==> config.mk <==
export PLATFORM = sky130hd
export DESIGN_NAME = can_global_control
export DESIGN_NICKNAME = d
export VERILOG_FILES = /design/src/can_gc_pkg.sv /design/src/can_gc_run.sv /design/src/can_global_control.sv
export SDC_FILE = /design/constraint.sdc
export NUM_CORES = 1
export LEC_CHECK = 0
export BUFFER_PORTS_ARGS = -buffer_cell sky130_fd_sc_hd__buf_2
export CORE_ASPECT_RATIO = 0.75
export CORE_UTILIZATION = 36
export CTS_CLUSTER_SIZE = 30
export DETAILED_ROUTE_END_ITERATION = 10
export PLACE_DENSITY = 0.73
export RECOVER_POWER = 25
export SYNTH_ARGS = -nofsm -noshare
export SYNTH_HDL_FRONTEND = slang
export SYNTH_SLANG_ARGS = --single-unit
==> constraint.sdc <==
create_clock -name clk -period 1.1 [get_ports clk]
set_input_delay 0.11 -clock clk [delete_from_list [all_inputs] [get_ports clk]]
set_output_delay 0.11 -clock clk [all_outputs]
set_load 0.03 [all_outputs]
==> src/can_gc_pkg.sv <==
// package for the CAN global control block: register layout, reset values, timing
// assumes an 8-bit special-function register port from the core
package can_gc_pkg;
	localparam logic [7:0] GCON_ADDR      = 8'hAB;
	localparam logic [7:0] GSTA_ADDR      = 8'hAA;
	localparam logic [7:0] GCON_RESET     = 8'h00;
	localparam int         BIT_ABORT      = 7;
	localparam int         BIT_OVERLOAD   = 6;
	localparam int         BIT_TTC        = 5;
	localparam int         BIT_SYNC_EOF   = 4;
	localparam int         BIT_LISTEN     = 3;
	localparam int         BIT_TEST       = 2;
	localparam int         BIT_ENABLE     = 1;
	localparam int         BIT_GENERAL_SOFT_RESET       = 0;
	localparam int         BIT_ENABLE_STATE_FLAG       = 2;
	localparam int         BIT_OVFG       = 6;
	localparam logic [1:0] START_CYCLES   = 2'd2;
	localparam int         NUM_OBJECTS    = 15;

	typedef enum logic [1:0]
	{
		ST_OFF      = 2'b00,
		ST_STARTING = 2'b01,
		ST_ON       = 2'b11,
		ST_STOPPING = 2'b10
	} run_state_t;

	typedef struct packed
	{
		logic wr;
		logic rd;
		logic [7:0] addr;
		logic [7:0] wdata;
	} sfr_req_t;

	typedef struct packed
	{
		logic frame_active;
		logic rx_msg_done;
		logic ovl_start;
		logic ovl_active;
		logic sof;
		logic eof_last;
	} engine_evt_t;

	typedef struct packed
	{
		logic run;
		logic listen_only;
		logic abort_pending;
		logic ovl_request;
		logic ttc_on;
		logic test_mode;
		logic soft_reset;
		logic freeze_err_cnt;
		logic capture_timer;
	} engine_ctl_t;
endpackage

==> src/can_gc_run.sv <==
// enable/standby sequencer: start delay, frame-safe stop, clock gate request
// assumes engine frame_active comes from logic on clk
`timescale 1ns/1ps
module can_gc_run
(
	input  wire logic clk,
	input  wire logic srst,
	input  wire logic enable_bit,
	input  wire logic frame_active,
	output logic      running,
	output logic      clock_on
);
	import can_gc_pkg::*;

	run_state_t state;
	run_state_t next_state;
	logic [1:0] cnt;
	wire        cnt_done = (cnt == START_CYCLES - 2'd1);

	always_comb
	begin
		next_state = state;
		case (state)
			ST_OFF:      if (enable_bit) next_state = ST_STARTING;
			ST_STARTING: if (!enable_bit) next_state = ST_OFF;
			             else if (cnt_done) next_state = ST_ON;
			ST_ON:       if (!enable_bit) next_state = ST_STOPPING;
			ST_STOPPING: if (enable_bit) next_state = ST_ON;
			             else if (!frame_active) next_state = ST_OFF;
			default:     next_state = ST_OFF;
		endcase
	end

	always_ff @(posedge clk)
	begin
		if (srst)
		begin
			state    <= ST_OFF;
			cnt      <= 2'd0;
			running  <= 1'b0;
			clock_on <= 1'b0;
		end
		else
		begin
			state    <= next_state;
			// two-period start
			cnt      <= (state == ST_STARTING) ? cnt + 2'd1 : 2'd0;
			running  <= (next_state == ST_ON) || (next_state == ST_STOPPING);
			// clock on with enable
			clock_on <= (next_state != ST_OFF);
		end
	end
endmodule

==> src/can_global_control.sv <==
// CAN global control register and its effects on the protocol engine
// assumes an 8-bit SFR port on clk and engine event pulses on clk
// Function
// abort clears all object enables; abort bit stays until software clears it
// abort drops pending transmits; a frame in progress completes normally
// overload request sends overload frame after next received message
// hardware clears overload request when overload frame transmission begins
// time-triggered select enables time-triggered features; clear disables them
// timer capture at last EOF bit or at SOF, only in time-triggered mode
// listen-only mode: no ack, no transmit, error flags update, counters frozen
// test mode bit is reserved for factory use; software leaves it clear
// enable bit switches on controller and its input clock
// disable lets current frame finish, then freezes; object enables kept
// standby holds transmit recessive, receiver off, clock stopped
// registers and mailbox stay accessible while disabled
// controller starts two clock periods after enabling
// read-only enable-state flag reports the mode actually in force
// general reset resets controller; bit self-clears and reads zero
`timescale 1ns/1ps
module can_global_control
(
	input  wire logic                          clk,
	input  wire logic                          srst,
	input  wire can_gc_pkg::sfr_req_t          sfr,
	input  wire can_gc_pkg::engine_evt_t       evt,
	input  wire logic                          engine_tx,
	input  wire logic                          rx_pin,
	input  wire logic [can_gc_pkg::NUM_OBJECTS-1:0] obj_en_set,
	input  wire logic [can_gc_pkg::NUM_OBJECTS-1:0] obj_en_clr,
	output logic [7:0]                         rdata,
	output can_gc_pkg::engine_ctl_t            ctl,
	output logic [can_gc_pkg::NUM_OBJECTS-1:0] object_enable,
	output logic                               tx_pin,
	output logic                               rx_active,
	output logic                               engine_clk_en
);
	import can_gc_pkg::*;

	logic [7:0] gcon;
	logic [7:0] next_gcon;
	logic       rx_meta;
	logic       rx_sync;
	logic       ovl_armed;
	logic       running;
	logic       clock_on;

	// decode
	wire wr_gcon = sfr.wr && (sfr.addr == GCON_ADDR);
	wire rd_gcon = sfr.rd && (sfr.addr == GCON_ADDR);
	wire rd_gsta = sfr.rd && (sfr.addr == GSTA_ADDR);
	wire abort_on    = gcon[BIT_ABORT];
	wire ovl_on      = gcon[BIT_OVERLOAD];
	wire ttc_on      = gcon[BIT_TTC];
	wire sync_eof_on = gcon[BIT_SYNC_EOF];
	wire listen_on   = gcon[BIT_LISTEN];
	wire test_on     = gcon[BIT_TEST];
	wire enable_on   = gcon[BIT_ENABLE];
	wire general_soft_reset_on     = gcon[BIT_GENERAL_SOFT_RESET];
	// enable-state flag shows the sequencer, not the bit
	wire [7:0] ovl_flag_view = 8'(evt.ovl_active) << BIT_OVFG;
	wire [7:0] run_flag_view = 8'(running) << BIT_ENABLE_STATE_FLAG;
	wire [7:0] gsta_view     = ovl_flag_view | run_flag_view;
	// a dominant line counts as traffic, so standby waits for an idle bus
	wire line_busy = evt.frame_active || !rx_sync;
	// reset bit reads back zero
	wire [7:0] gcon_view = {gcon[7:1], 1'b0};
	wire [7:0] next_rdata = rd_gcon ? gcon_view : (rd_gsta ? gsta_view : 8'h00);
	wire ovl_begins = evt.ovl_start && gcon[BIT_OVERLOAD];

	always_comb
	begin
		next_gcon = wr_gcon ? sfr.wdata : gcon;
		// self-clear at overload start, wins over write
		if (ovl_begins)
			next_gcon[BIT_OVERLOAD] = 1'b0;
		// one-cycle reset pulse
		if (gcon[BIT_GENERAL_SOFT_RESET] && !wr_gcon)
			next_gcon[BIT_GENERAL_SOFT_RESET] = 1'b0;
	end

	always_ff @(posedge clk)
	begin
		if (srst)
			gcon <= GCON_RESET;
		else
			gcon <= next_gcon;
	end

	// R12 register port works regardless of enable
	always_ff @(posedge clk)
	begin
		if (srst)
			rdata <= 8'h00;
		else
			rdata <= next_rdata;
	end

	always_ff @(posedge clk)
	begin
		if (srst)
		begin
			rx_meta <= 1'b1;
			rx_sync <= 1'b1;
		end
		else
		begin
			rx_meta <= rx_pin;
			rx_sync <= rx_meta;
		end
	end

	// arm after the next received message
	always_ff @(posedge clk)
	begin
		if (srst || !gcon[BIT_OVERLOAD])
			ovl_armed <= 1'b0;
		else if (evt.rx_msg_done)
			ovl_armed <= 1'b1;
	end

	can_gc_run u_run
	(
		.clk          (clk),
		.srst         (srst || general_soft_reset_on),
		.enable_bit   (enable_on),
		.frame_active (line_busy),
		.running      (running),
		.clock_on     (clock_on)
	);

	genvar i;
	generate
		for (i = 0; i < NUM_OBJECTS; i++)
		begin : g_obj
			always_ff @(posedge clk)
			begin
				if (srst)
					object_enable[i] <= 1'b0;
				// abort clears every object enable
				else if (abort_on)
					object_enable[i] <= 1'b0;
				else if (obj_en_set[i])
					object_enable[i] <= 1'b1;
				// engine clears only while running
				else if (obj_en_clr[i] && running)
					object_enable[i] <= 1'b0;
			end
		end
	endgenerate

	// next values of the registered outputs
	wire next_run            = running;
	wire next_listen_only    = listen_on;
	wire next_freeze_err_cnt = listen_on;
	wire next_abort_pending  = abort_on;
	wire next_ovl_request    = ovl_armed && ovl_on;
	wire next_ttc_on         = ttc_on;
	wire capture_event       = sync_eof_on ? evt.eof_last : evt.sof;
	wire next_capture_timer  = ttc_on && capture_event;
	wire next_test_mode      = test_on;
	wire next_soft_reset     = general_soft_reset_on;
	wire next_tx_pin         = (running && !listen_on) ? engine_tx : 1'b1;
	wire next_rx_active      = running;
	wire next_engine_clk_en  = clock_on;

	// freeze engine when stopped
	always_ff @(posedge clk)
	begin
		if (srst)
			ctl.run <= 1'b0;
		else
			ctl.run <= next_run;
	end

	// listen-only monitoring
	always_ff @(posedge clk)
	begin
		if (srst)
			ctl.listen_only <= 1'b0;
		else
			ctl.listen_only <= next_listen_only;
	end

	// error counters frozen
	always_ff @(posedge clk)
	begin
		if (srst)
			ctl.freeze_err_cnt <= 1'b0;
		else
			ctl.freeze_err_cnt <= next_freeze_err_cnt;
	end

	// drop pending transmissions
	always_ff @(posedge clk)
	begin
		if (srst)
			ctl.abort_pending <= 1'b0;
		else
			ctl.abort_pending <= next_abort_pending;
	end

	// overload after next message
	always_ff @(posedge clk)
	begin
		if (srst)
			ctl.ovl_request <= 1'b0;
		else
			ctl.ovl_request <= next_ovl_request;
	end

	// time-triggered enable
	always_ff @(posedge clk)
	begin
		if (srst)
			ctl.ttc_on <= 1'b0;
		else
			ctl.ttc_on <= next_ttc_on;
	end

	// capture point select
	always_ff @(posedge clk)
	begin
		if (srst)
			ctl.capture_timer <= 1'b0;
		else
			ctl.capture_timer <= next_capture_timer;
	end

	// test bit passed through only
	always_ff @(posedge clk)
	begin
		if (srst)
			ctl.test_mode <= 1'b0;
		else
			ctl.test_mode <= next_test_mode;
	end

	// engine reset pulse
	always_ff @(posedge clk)
	begin
		if (srst)
			ctl.soft_reset <= 1'b0;
		else
			ctl.soft_reset <= next_soft_reset;
	end

	// recessive in standby or listen-only
	always_ff @(posedge clk)
	begin
		if (srst)
			tx_pin <= 1'b1;
		else
			tx_pin <= next_tx_pin;
	end

	// receiver off in standby
	always_ff @(posedge clk)
	begin
		if (srst)
			rx_active <= 1'b0;
		else
			rx_active <= next_rx_active;
	end

	// gate engine clock
	always_ff @(posedge clk)
	begin
		if (srst)
			engine_clk_en <= 1'b0;
		else
			engine_clk_en <= next_engine_clk_en;
	end
endmodule

After elaboration in Yosys (flattened, before gate mapping)
Index checks and enable logic that the tools add are counted.
- flip-flop bits (word level): 50
- memories kept: 0
- output and inout port bits: 35
- ROM bits: 0
- word-level logic and storage cells: 144
- input bits: 58
- RAM bits: 0
- latch bits: 0
- multipliers: 0
- div/mod/pow operators: 0
- order comparisons: 0
- reduce and logical (&&, ||, !) cells: 54
- multiplexer cells: 40
- shift operators: 0
- eq/ne operators: 8
- add/subtract/negate cells: 1
- bitwise gates (word level): 4
- operators with widths (operator ; number):
    nonzero test 2 bit ; 16
    two-way mux 1 bit ; 31
    logical AND 1 bit ; 23
    == test 8 bit, second input constant ; 2
    two-way mux 2 bit ; 6
    OR reduction 2 bit ; 5
    == test 2 bit, second input constant ; 4
    two-way mux 8 bit ; 1
    case mux 2 bit (4 select lines) ; 1
    two-way mux 7 bit ; 1
    bitwise OR 7 x 3 -> 7 bit ; 1
    == test 2 x 1 -> 1 bit, second input constant ; 2
    logical NOT 1 bit ; 4
    logical OR 1 bit ; 4
    inverter 1 bit ; 3
    OR reduction 3 bit ; 1
    adder 2 x 1 -> 2 bit, second input constant ; 1
    logical NOT 2 bit ; 1

Depth between registers and ports, before layout
Gate-level depths: netlist of run 1.
- word-level depth: 7
- gate-level depth with buffers: 5
- depth with buffers taken out: 5

Modules after synthesis
From an unflattened synthesis of run 1, not the netlist that was laid out.
- cells, all modules: 172
- area, all modules: 1712.9 sq um
- by module, submodules not included (module ; instances ; cells each ; seq. area each (sq um) ; area each (sq um)):
    can_global_control ; 1 ; 154 ; 860.8 ; 1512.7
    can_gc_run ; 1 ; 18 ; 120.1 ; 200.2

Least setup slack after synthesis of run 1
OpenSTA, ideal clock, no wires.
- path type: input -> register
- start: in sfr[12] in the netlist's numbering
- end: reg gcon[2]
- buffers on the path: 1
- stages: 4
- setup slack: -40 ps
- library setup time: 121 ps
- arrival time: 1019 ps
- data required time: 979 ps
- cell sequence: and4bb_1 > and4_4 > buf_12 > mux2_4
- word-level cells in the longest chain between the ends: 2
- ends and longest elaborated chain (what ; line ; text):
    start, declared ; can_global_control.sv:24 ; input wire can_gc_pkg::sfr_req_t sfr,
    == test 8 bit ; can_global_control.sv:48 ; wire wr_gcon = sfr.wr && (sfr.addr == GCON_ADDR);
    logical AND 1 bit ; can_global_control.sv:48 ;
    end signal, assigned ; can_global_control.sv:86 ; gcon <= next_gcon;
    end, declared ; can_global_control.sv:39 ; logic [7:0] gcon;
Every way passes these cells.
A chain may end at the register's enable or synchronous reset.

Worst setup path after layout of run 1
- start: reg u_run.state[0]
- end: reg u_run.state[1]
- word-level cells in the longest chain between the ends: 2
- elaborated cells between the ends (all ways): 5
- those cells by class: eq/ne (3); mux (1); reduce/logical (1)
- ends and longest elaborated chain (what ; line ; text):
    start, declared ; can_gc_run.sv:15 ; run_state_t state;
    start signal, assigned ; can_gc_run.sv:45 ; state <= next_state;
    == test 2 bit (tied with other cells) ; can_gc_run.sv:23 ; case (state)
    case mux 2 bit (4 select lines) * ; can_gc_run.sv:23 ;
Every way passes the cells marked *; elsewhere a longest branch is shown, timed or not.

==> results of run 1 <==
## power by group through the flow
stage	Combinational, µW	Clock, µW	Sequential, µW
after floorplan	88.6	0	1920
after global placement	323	0	1840
after detailed placement	326	0	1840
after CTS	332	1090	1800
after global routing	362	1160	1800
final	325	1050	1800
## cell usage in the layout, fill, tap and decap left out, drive strengths merged
| master | n |
|---|---|
| buf | 96 |
| dfxtp | 48 |
| nor2 | 22 |
| nand2 | 18 |
| a21oi | 17 |
| nor2b | 10 |
| clkbuf | 10 |
| mux2i | 7 |
| nand2b | 6 |
| and2 | 5 |
| nor3 | 4 |
| inv | 3 |
| or2 | 3 |
| mux2 | 3 |
| and3b | 3 |
| and4 | 2 |
| dlygate4sd3 | 2 |
| and4bb | 1 |
| nand3 | 1 |
| nand3b | 1 |
| or3b | 1 |
| a21o | 1 |
| a22oi | 1 |
| nor3b | 1 |
| ha | 1 |
| conb | 1 |
## cells in the mapped netlist
library cell,count,share of area (%)
clkbuf_1,3,0.67
nor3_1,4,1.2
nor2b_1,10,3.7
dfxtp_1,48,57
mux2_4,3,2.7
buf_2,3,0.89
and3b_1,1,0.52
a21o_1,1,0.45
nand2b_1,6,2.2
nor2_1,22,4.9
nor3b_1,1,0.45
nand3b_1,1,0.45
and4bb_1,1,0.74
or2_2,3,1.1
inv_1,3,0.67
a21oi_1,17,5.1
conb_1,1,0.22
buf_4,3,1.3
buf_12,1,1.2
ha_1,1,0.74
or3b_2,1,0.52
a22oi_1,1,0.45
mux2i_1,7,4.2
and2_1,5,1.9
and3b_2,2,1.2
and4_2,1,0.59
nand2_1,18,4.0
nand3_1,1,0.30
and4_4,1,0.67
## what timing repair did
action | in CTS | in global routing
setup endpoints to repair | 0 | 2
setup buffers | 0 | 0
gates resized for setup | 0 | 3
endpoints found under the hold margin | 2 | 0
hold buffers | 2 | 0
## through the flow
step | area (µm²) | std cells | hold WS (ns) | power [µW]
5_1_grt | 2320 | 325 | 0.02100 | 3326
3_3_place_gp | 2210 | 315 | 0.3001 | 2160
6_report | 2320 | 325 | 0.01662 | 3174
4_1_cts | 2320 | 325 | 0.01115 | 3220
3_5_place_dp | 2210 | 315 | 0.3083 | 2164
2_1_floorplan | 1687 | 170 | 0.1926 | 2006
## worst min-delay path, stage by stage
cell,delay [ns]
buf_2,0.07
a21oi_1,0.03
nor2_1,0.06
## sequential cells by signal, indices dropped and copies added (netlist names)
| name | count |
|---|---|
| rx_sync | 1 |
| u_run.cnt | 2 |
| ctl | 7 |
| rx_active | 1 |
| u_run.state | 2 |
| ovl_armed | 1 |
| tx_pin | 1 |
| rx_meta | 1 |
| gcon | 8 |
| u_run.clock_on | 1 |
| rdata | 7 |
| object_enable | 15 |
| engine_clk_en | 1 |
## layout make-up
| class | count | area share, % |
|---|---|---|
| Sequential cell | 48 | 41.48 |
| Multi-Input combinational cell | 109 | 27.99 |
| Timing Repair Buffer | 100 | 23.09 |
| Clock buffer | 8 | 3.884 |
| Tap cell | 57 | 3.074 |
| Inverter | 3 | 0.4854 |
## cells by family after synthesis
group                      count (synthesis)  share of synthesized area [%]
buffers and inverters                     13                          4.754
other                                      1                         0.2227
adders and majority gates                  1                         0.7428
muxes                                     10                          6.835
AOI/OAI and AO/OA                         19                          5.944
and+or+nand+nor                           78                          24.44
DFF                                       48                          57.06
## layer usage
layer,wire length [µm],share of wire (%)
met4,59,1.7
met2,1554,46
met5,0,0
met3,158,4.7
met1,1623,48
## worst paths after layout
check                                                endpoint  slack [ns]  depth (start not counted)                       from
worst min register to register             rx_sync$_SDFF_PP1_        0.41                          1         rx_meta$_SDFF_PP1_
worst min-delay path            object_enable[9]$_SDFFE_PP0P_        0.02                          3              obj_en_set[9]
worst max-delay path                u_run.state[1]$_SDFF_PP0_        0.05                          3  u_run.state[0]$_SDFF_PP0_
worst max register to register      u_run.state[1]$_SDFF_PP0_        0.05                          3  u_run.state[0]$_SDFF_PP0_
==> results.py, run 1 <==
metrics = {
    "outcome": {
        "status": "finished, final reports clean",
    },
    "yosys": {
        "synth_nets": 229,
        "yosysSeqAreaShare_pct": 57.06,
        "syn_area_um2": 1684,
        "synth_warnings": 0,
        "postSynthAreaPerCell_um2": 9.907,
        "syn_inst": 170,
        "yosys_register_bits": 48,
        "synth_cell_types": 29,
    },
    "floorplan": {
        "start_util_pct": 37.70,
        "dieArea_um2": 4959,
        "die_h_um": 61.24,
        "coreArea_um2": 4467,
        "die_w_um": 80.98,
        "num_io_pins": 93,
        "num_rows": 21,
    },
    "pwr": {
        "p_sw_share_pct": 23.12,
        "p_switching_uw": 733.6,
        "p_per_area_nw_per_um2": 1368,
        "peakVddDrop_uv": 579.3,
        "p_int_uw": 2440,
        "pwr-share-comb_pct": 10.3,
        "p_clk_share_pct": 33.1,
        "p_seq_share_pct": 56.6,
        "p_leak_uw": 0.001123,
    },
    "global_route": {
        "grt_pass1_wl_um": 5112,
        "use_met2_pct": 21.25,
        "top_usage_layer": "met2",
        "grt_pass1_vias": 1193,
        "grtUsageMet3_pct": 4.889,
        "overflow": 0,
        "grtUsageMet1_pct": 17.92,
        "grt_max_degree": 19,
        "grt_use_total_pct": 14.22,
        "grt_antenna_before_repair": 0,
    },
    "timing": {
        "slew_violations": 0,
        "min_period_over_period_pct": 95.54,
        "relSlewSlack_pct": 58.61,
        "max_clock_freq_ghz": 0.9515,
        "setup_viol_count_final": 0,
        "timing_worst_slew_pin_value_ns": 0.6209,
        "rsz0062_at_grt": "no",
        "period_needed_ns": 1.051,
        "final.setup.tns_ns": 0,
        "fin_skew_ns": 0.006408,
        "postLayoutSetupSlackWorst_ns": 0.04903,
        "hold_viol_final": 0,
    },
    "setup_path": {
        "startpoint_type": "flop",
        "end_kind": "flop",
        "crit_family": "simple AND/OR/NAND/NOR gates",
        "critPathRequiredTime_ns": 1.29,
        "critPathBufInv": 0,
        "timing.critical_path.arrival_ns": 1.24,
        "critPathMaxStageDelay_ns": 0.40,
        "crit_slowest_cell": "or3b_4",
        "crit_chain": "or3b_4 > a22oi_2 > nor3_1",
        "path_class": "reg2reg",
        "cp_max_fo": 3,
    },
    "clock_network": {
        "cts_buffers": 5,
        "clockRootBuffer": "clkbuf_8",
        "cts_sinks": 48,
        "clock_path_buffers": 2,
        "insertion_delay_ns": 0.29,
        "cts_tree": "done",
        "h-tree-depth": 2,
        "cts.clk_slew.worst_paths_ns": 0.08,
    },
    "finish": {
        "fin_util_pct": 51.93,
        "n_antenna_cell": 0,
        "area_growth_pct": 37.74,
        "num-nets-final": 326,
        "fillCellCount": 446,
        "ff_latch_area_um2": 962.2,
        "drive_above_1_share_pct": 42.54,
        "multi_input_area_um2": 649.4,
    },
    "drt": {
        "vias": 1420,
        "drc": 0,
        "wl_um": 3395,
        "drtPass1Iterations": 4,
        "antenna_left": 0,
        "via_per_inst": 4.369,
        "wl_per_cell_um": 10.45,
        "drt-initial-drc-count": 24,
    },
    "place": {
        "place.gp.congestion": 0.7614,
        "place.detailed.hpwl_um": 2660,
        "place_ws_ns": -0.07292,
        "portBuffers": 91,
    },
    "min_path": {
        "hp-class": "in2reg",
    },
    "run": {
        "max-cap-violations": 0,
    },
}
No activity file was read; power rests on OpenSTA's default activity.
==> run 2: changes to the inputs <==
Settings changed: CORE_MARGIN set to 2, REMOVE_ABC_BUFFERS set to 1, SLEW_MARGIN set to 0.
==> run 2 against run 1 <==
Count of clock-buffer cells in the layout is 1 lower. Routed wire length decreased by 1.8%. Clock skew grew 0.0019 ns. Sequential cell count unchanged. Global-route usage is 1.0 points lower. Maximum frequency decreased by 1.6%. Critical path depth unchanged. Setup slack lost 0.017 ns. Largest power group unchanged. Highest routed layer unchanged.
==> results.py, run 2 (synthesis gave the netlist of run 1 again) <==
metrics = {
    "finish": {
        "final_cell_mix": "buf_2 (91), dfxtp_1 (47), nor2_1 (22)",
        "fillCellCount": 440,
        "n_antenna_cell": 0,
        "largest_reg_flops": 15,
        "fin_cells": 325,
        "num-nets-final": 327,
        "regMostFlops": "object_enable",
        "drive_above_1_share_pct": 43.66,
        "final_common_cell": "buf_2",
        "area_growth_pct": 38.71,
        "largestRegisters": "object_enable x15, gcon x8",
    },
    "clock_network": {
        "clockRootBuffer": "clkbuf_8",
        "cts_buffers": 5,
        "h-tree-depth": 2,
        "clock_path_buffers": 2,
        "cts_sinks": 48,
        "cts_tree": "done",
        "insertion_delay_ns": 0.29,
        "cts.clk_slew.worst_paths_ns": 0.08,
        "cts_setup_buffers": 0,
    },
    "pwr": {
        "p_sw_share_pct": 22.46,
        "peakVddDrop_uv": 637.6,
        "p_int_uw": 2490,
        "power.total_uw": 3211,
        "p_switching_uw": 721.0,
        "pwr-share-comb_pct": 10.2,
        "p_leak_uw": 0.001137,
        "p_clk_share_pct": 33.9,
        "p_seq_share_pct": 56.0,
        "p_per_area_nw_per_um2": 1374,
    },
    "floorplan": {
        "die_w_um": 82.98,
        "num_rows": 21,
        "die_h_um": 63.24,
        "num_io_pins": 93,
        "coreArea_um2": 4493,
        "start_util_pct": 37.48,
        "dieArea_um2": 5247,
    },
    "place": {
        "portBuffers": 91,
        "place.gp.congestion": 0.7161,
        "dp_cells": 316,
        "place.detailed.hpwl_um": 2597,
    },
    "timing": {
        "max_clock_freq_ghz": 0.9367,
        "final.setup.tns_ns": 0,
        "min_period_over_period_pct": 97.05,
        "hold_viol_final": 0,
        "period_needed_ns": 1.068,
        "fin_skew_ns": 0.008263,
        "setup_viol_count_final": 0,
        "holdWs_ns": 0.02324,
        "rsz0062_at_grt": "no",
        "slew_violations": 0,
    },
    "drt": {
        "wl_per_cell_um": 10.26,
        "antenna_left": 0,
        "vias": 1407,
        "drc": 0,
        "via_per_inst": 4.329,
        "drtPass1Iterations": 4,
        "drt-initial-drc-count": 33,
        "wl_um": 3335,
    },
    "global_route": {
        "grt_max_degree": 17,
        "grt_antenna_before_repair": 0,
        "grt_use_total_pct": 13.21,
        "grt_pass1_wl_um": 5644,
        "overflow": 0,
        "grt_pass1_vias": 1310,
    },
    "setup_path": {
        "path_class": "reg2reg",
        "startpoint_type": "flop",
        "end_kind": "flop",
        "critPathRequiredTime_ns": 1.28,
        "timing.critical_path.arrival_ns": 1.25,
        "cp_max_fo": 2,
    },
    "outcome": {
        "status": "finished, final reports clean",
    },
    "run": {
        "max-cap-violations": 0,
    },
    "min_path": {
        "hp-class": "in2reg",
    },
}
-- run 2: path summary, 6_finish.rpt --
path / from / to / slack (ns) / cells past startpoint
hold / removal: obj_en_set[13] / object_enable[13]$_SDFFE_PP0P_ / 0.02 / 3
hold reg to reg: rx_meta$_SDFF_PP1_ / rx_sync$_SDFF_PP1_ / 0.41 / 1
setup reg to reg: u_run.state[0]$_SDFF_PP0_ / u_run.state[1]$_SDFF_PP0_ / 0.03 / 3
setup / recovery: u_run.state[0]$_SDFF_PP0_ / u_run.state[1]$_SDFF_PP0_ / 0.03 / 3
-- run 2: layout make-up --
type	count	area (µm²)	area share (%)
sequential	48	962.2	41.19
multi-input combinational	109	646.9	27.69
timing repair buffer	101	548.0	23.46
clock buffer	7	96.34	4.124
tap	57	71.32	3.053
inverter	3	11.26	0.4821
-- run 2: repair_timing --
action,CTS,global route
pin swaps,1,0
endpoints found under the hold margin,2,0
hold buffers,2,0
gates resized for setup,1,2
endpoints found under the setup margin,1,1
-- run 2: per-layer routing --
metal / up-vias / share of wire (%) / GRT usage [%]
li1: 747 / - / -
met1: 616 / 46 / 16.42
met2: 40 / 47 / 21.77
met3: 4 / 5.7 / 4.325
met4: 0 / 0.66 / 4.303
met5: - / 0 / 0
-- run 2: stage by stage --
| stage | area, µm² | setup WS, ns | util [%] |
|---|---|---|---|
| floorplan | 1615 | -0.01071 | - |
| global placement | 2215 | -0.07773 | 49.29 |
| detailed placement | 2215 | -0.1008 | 49.29 |
| CTS | 2333 | 0.06059 | 51.94 |
| global route | 2336 | 0.01588 | 51.99 |
| finish | 2336 | 0.03247 | 51.99 |
-- run 2: power groups by stage --
stage                     registers, µW  logic (µW)  clock network, µW
after CTS                          1800         330               1140
after detailed placement           1840         323                  0
after floorplan                    1920        74.2                  0
final                              1800         326               1090
after global routing               1800         359               1210
after global placement             1840         318                  0
-- run 2: critical path, cell delays in order, from the launching register on --
cell     delay (ns)
dfxtp_1        0.32
or3b_4         0.41
a22oi_2        0.17
nor3_1         0.06
==> run 3: changes to the inputs <==
Clock period 1.1 ns to 0.86 ns, I/O delays scaled along.
==> run 3 against run 2 <==
The flow now finishes with violations (setup timing). Sequential power increased by 29%. First-iteration DRC count increased by 58%. Sequential cell count unchanged. Total power increased by 35%. Maximum frequency increased by 4.0%. Non-clock buffer count increased by 31. Count of clock-buffer cells in the layout increased by 1. Setup slack got worse by 0.20 ns. Final cell count increased by 9.8%. Sequential share of layout area decreased by 8.0 points. Routed wire length increased by 42%. Core utilization increased by 16 points. Critical path type unchanged. Largest cell class is now buffers. Largest power group unchanged.
==> results.py, run 3 (synthesis gave the netlist of run 1 again) <==
metrics = {
    "outcome": {
        "status": "finished with violations",
        "violations": "setup timing",
    },
    "setup_path": {
        "critPathRequiredTime_ns": 1.04,
        "startpoint_type": "flop",
        "end_kind": "flop",
        "r2r_start": "u_run.state[0]$_SDFF_PP0_",
        "timing.critical_path.arrival_ns": 1.21,
        "r2r_end": "u_run.state[1]$_SDFF_PP0_",
        "rrSetupSlack_ns": -0.17,
        "crit_family": "simple AND/OR/NAND/NOR gates",
        "r2r_cells": 3,
        "path_class": "reg2reg",
        "cp_max_fo": 2,
        "crit_chain": "or3b_4 > a22oi_2 > nor3_1",
        "critPathMaxStageDelay_ns": 0.39,
        "crit_slowest_cell": "or3b_4",
        "critPathBufInv": 0,
    },
    "finish": {
        "final_common_cell": "buf_2",
        "drive_above_1_share_pct": 67.67,
        "largest_reg_flops": 15,
        "final_cell_mix": "buf_2 (56), buf_6 (35), dfxtp_2 (33)",
        "area_growth_pct": 80.09,
        "n_antenna_cell": 0,
        "largestRegisters": "object_enable x15, gcon x8",
        "fin_cells": 357,
        "num-nets-final": 358,
        "regMostFlops": "object_enable",
    },
    "global_route": {
        "grt_pass1_wl_um": 6617,
        "grt_pass1_vias": 1532,
        "grtUsageMet3_pct": 4.194,
        "grt_use_total_pct": 15.68,
        "grt_antenna_before_repair": 0,
        "use_met2_pct": 28.13,
        "grtUsageMet1_pct": 18.55,
        "top_usage_layer": "met2",
        "overflow": 0,
        "grt_max_degree": 16,
    },
    "pwr": {
        "p_leak_uw": 0.001437,
        "peakVddDrop_uv": 1089,
        "p_per_area_nw_per_um2": 1433,
    },
    "place": {
        "place.gp.congestion": 0.7417,
        "place.detailed.hpwl_um": 2801,
        "portBuffers": 91,
        "dp_cells": 322,
    },
    "run": {
        "max-cap-violations": 0,
    },
    "drt": {
        "wl_per_cell_um": 13.23,
        "vias": 1622,
        "drtPass1Iterations": 4,
        "via_per_inst": 4.543,
        "wl_um": 4722,
        "drc": 0,
        "antenna_left": 0,
        "drt-initial-drc-count": 52,
    },
    "timing": {
        "hold_viol_final": 0,
        "period_needed_ns": 1.027,
        "holdWs_ns": 0.009080,
        "setup_viol_count_final": 22,
        "rsz0062_at_grt": "yes",
        "max_clock_freq_ghz": 0.9738,
        "slew_violations": 0,
        "min_period_over_period_pct": 119.4,
        "fin_skew_ns": 0.002718,
        "postLayoutSetupSlackWorst_ns": -0.1669,
    },
    "floorplan": {
        "start_util_pct": 37.48,
        "die_h_um": 63.24,
        "num_rows": 21,
        "die_w_um": 82.98,
        "dieArea_um2": 5247,
        "num_io_pins": 93,
        "coreArea_um2": 4493,
    },
    "min_path": {
        "hp-class": "in2reg",
        "min-delay-start": "obj_en_set[9]",
        "hold_depth": 3,
        "hold_end": "object_enable[9]$_SDFFE_PP0P_",
    },
    "clock_network": {
        "insertion_delay_ns": 0.29,
        "cts_buffers": 5,
        "clockRootBuffer": "clkbuf_8",
        "cts.clk_slew.worst_paths_ns": 0.08,
        "cts_sinks": 48,
        "cts_tree": "done",
        "clock_path_buffers": 2,
        "h-tree-depth": 2,
    },
}
run 3: cell types whose count changed in the layout (fill, tap and decap cells not counted), sizes merged:
cell and delta:
buf +23, clkbuf -1, dlygate4sd3 +10
run 3: cell type report:
| type | count | area, µm² |
|---|---|---|
| fill | 359 | 1460 |
| timing repair buffer | 132 | 1045 |
| sequential | 48 | 1006 |
| multi-input combinational | 109 | 809.5 |
| clock buffer | 8 | 90.09 |
| tap | 57 | 71.32 |
| inverter | 3 | 11.26 |
run 3: how the worst max path moves through the flow:
stage	endpoint	start	depth (start not counted)	slack, ns
finish	u_run.state[1]$_SDFF_PP0_	u_run.state[0]$_SDFF_PP0_	3	-0.17
global route	u_run.state[1]$_SDFF_PP0_	u_run.state[0]$_SDFF_PP0_	3	-0.20
CTS	u_run.clock_on$_SDFF_PP0_	u_run.state[0]$_SDFF_PP0_	3	-0.16
detailed placement	gcon[2]$_SDFFE_PP0P_	sfr[12]	4	-0.33
global placement	gcon[3]$_SDFFE_PP0P_	sfr[12]	4	-0.30
floorplan	u_run.state[1]$_SDFF_PP0_	u_run.state[0]$_SDFF_PP0_	3	-0.25
run 3: repair_timing:
| item | in CTS | in global routing |
|---|---|---|
| hold endpoints to repair | 10 | 2 |
| hold buffers | 10 | 2 |
| pin swaps | 5 | 21 |
| setup endpoints to repair | 59 | 58 |
| buffers inserted | 2 | 13 |
| cloned | 1 | 0 |
| gates resized for setup | 90 | 67 |
run 3: tightest hold or removal path, cell delays in order:
cell and delay, ns:
buf_2 0.08, a21oi_2 0.03, nor2_1 0.07
run 3: power by group:
part           switching (µW)  total (µW)  leakage, µW  internal, µW
Combinational             300         666     0.000989           366
Sequential               40.9        2320     0.000403          2280
Clock                     701        1360    0.0000455           657
run 3: layer usage:
| layer | part of all wire (%) | vias up |
|---|---|---|
| li1 | - | 807 |
| met1 | 40 | 766 |
| met2 | 55 | 42 |
| met3 | 4.0 | 7 |
| met4 | 1.2 | 0 |
| met5 | 0 | - |
run 3: per-stage QoR:
stage               util [%]  instance area (µm²)  setup slack (ns)  TNS (ns)  total power [µW]
floorplan                  -                 1615           -0.2507    -3.177              2547
global placement       50.29                 2260           -0.2979    -4.528              2775
detailed placement     50.29                 2260           -0.3297    -5.214              2783
CTS                    60.76                 2730           -0.1638    -1.399              4242
global route           67.50                 3033           -0.1952    -2.600              4551
finish                 67.50                 3033           -0.1669    -1.140              4348
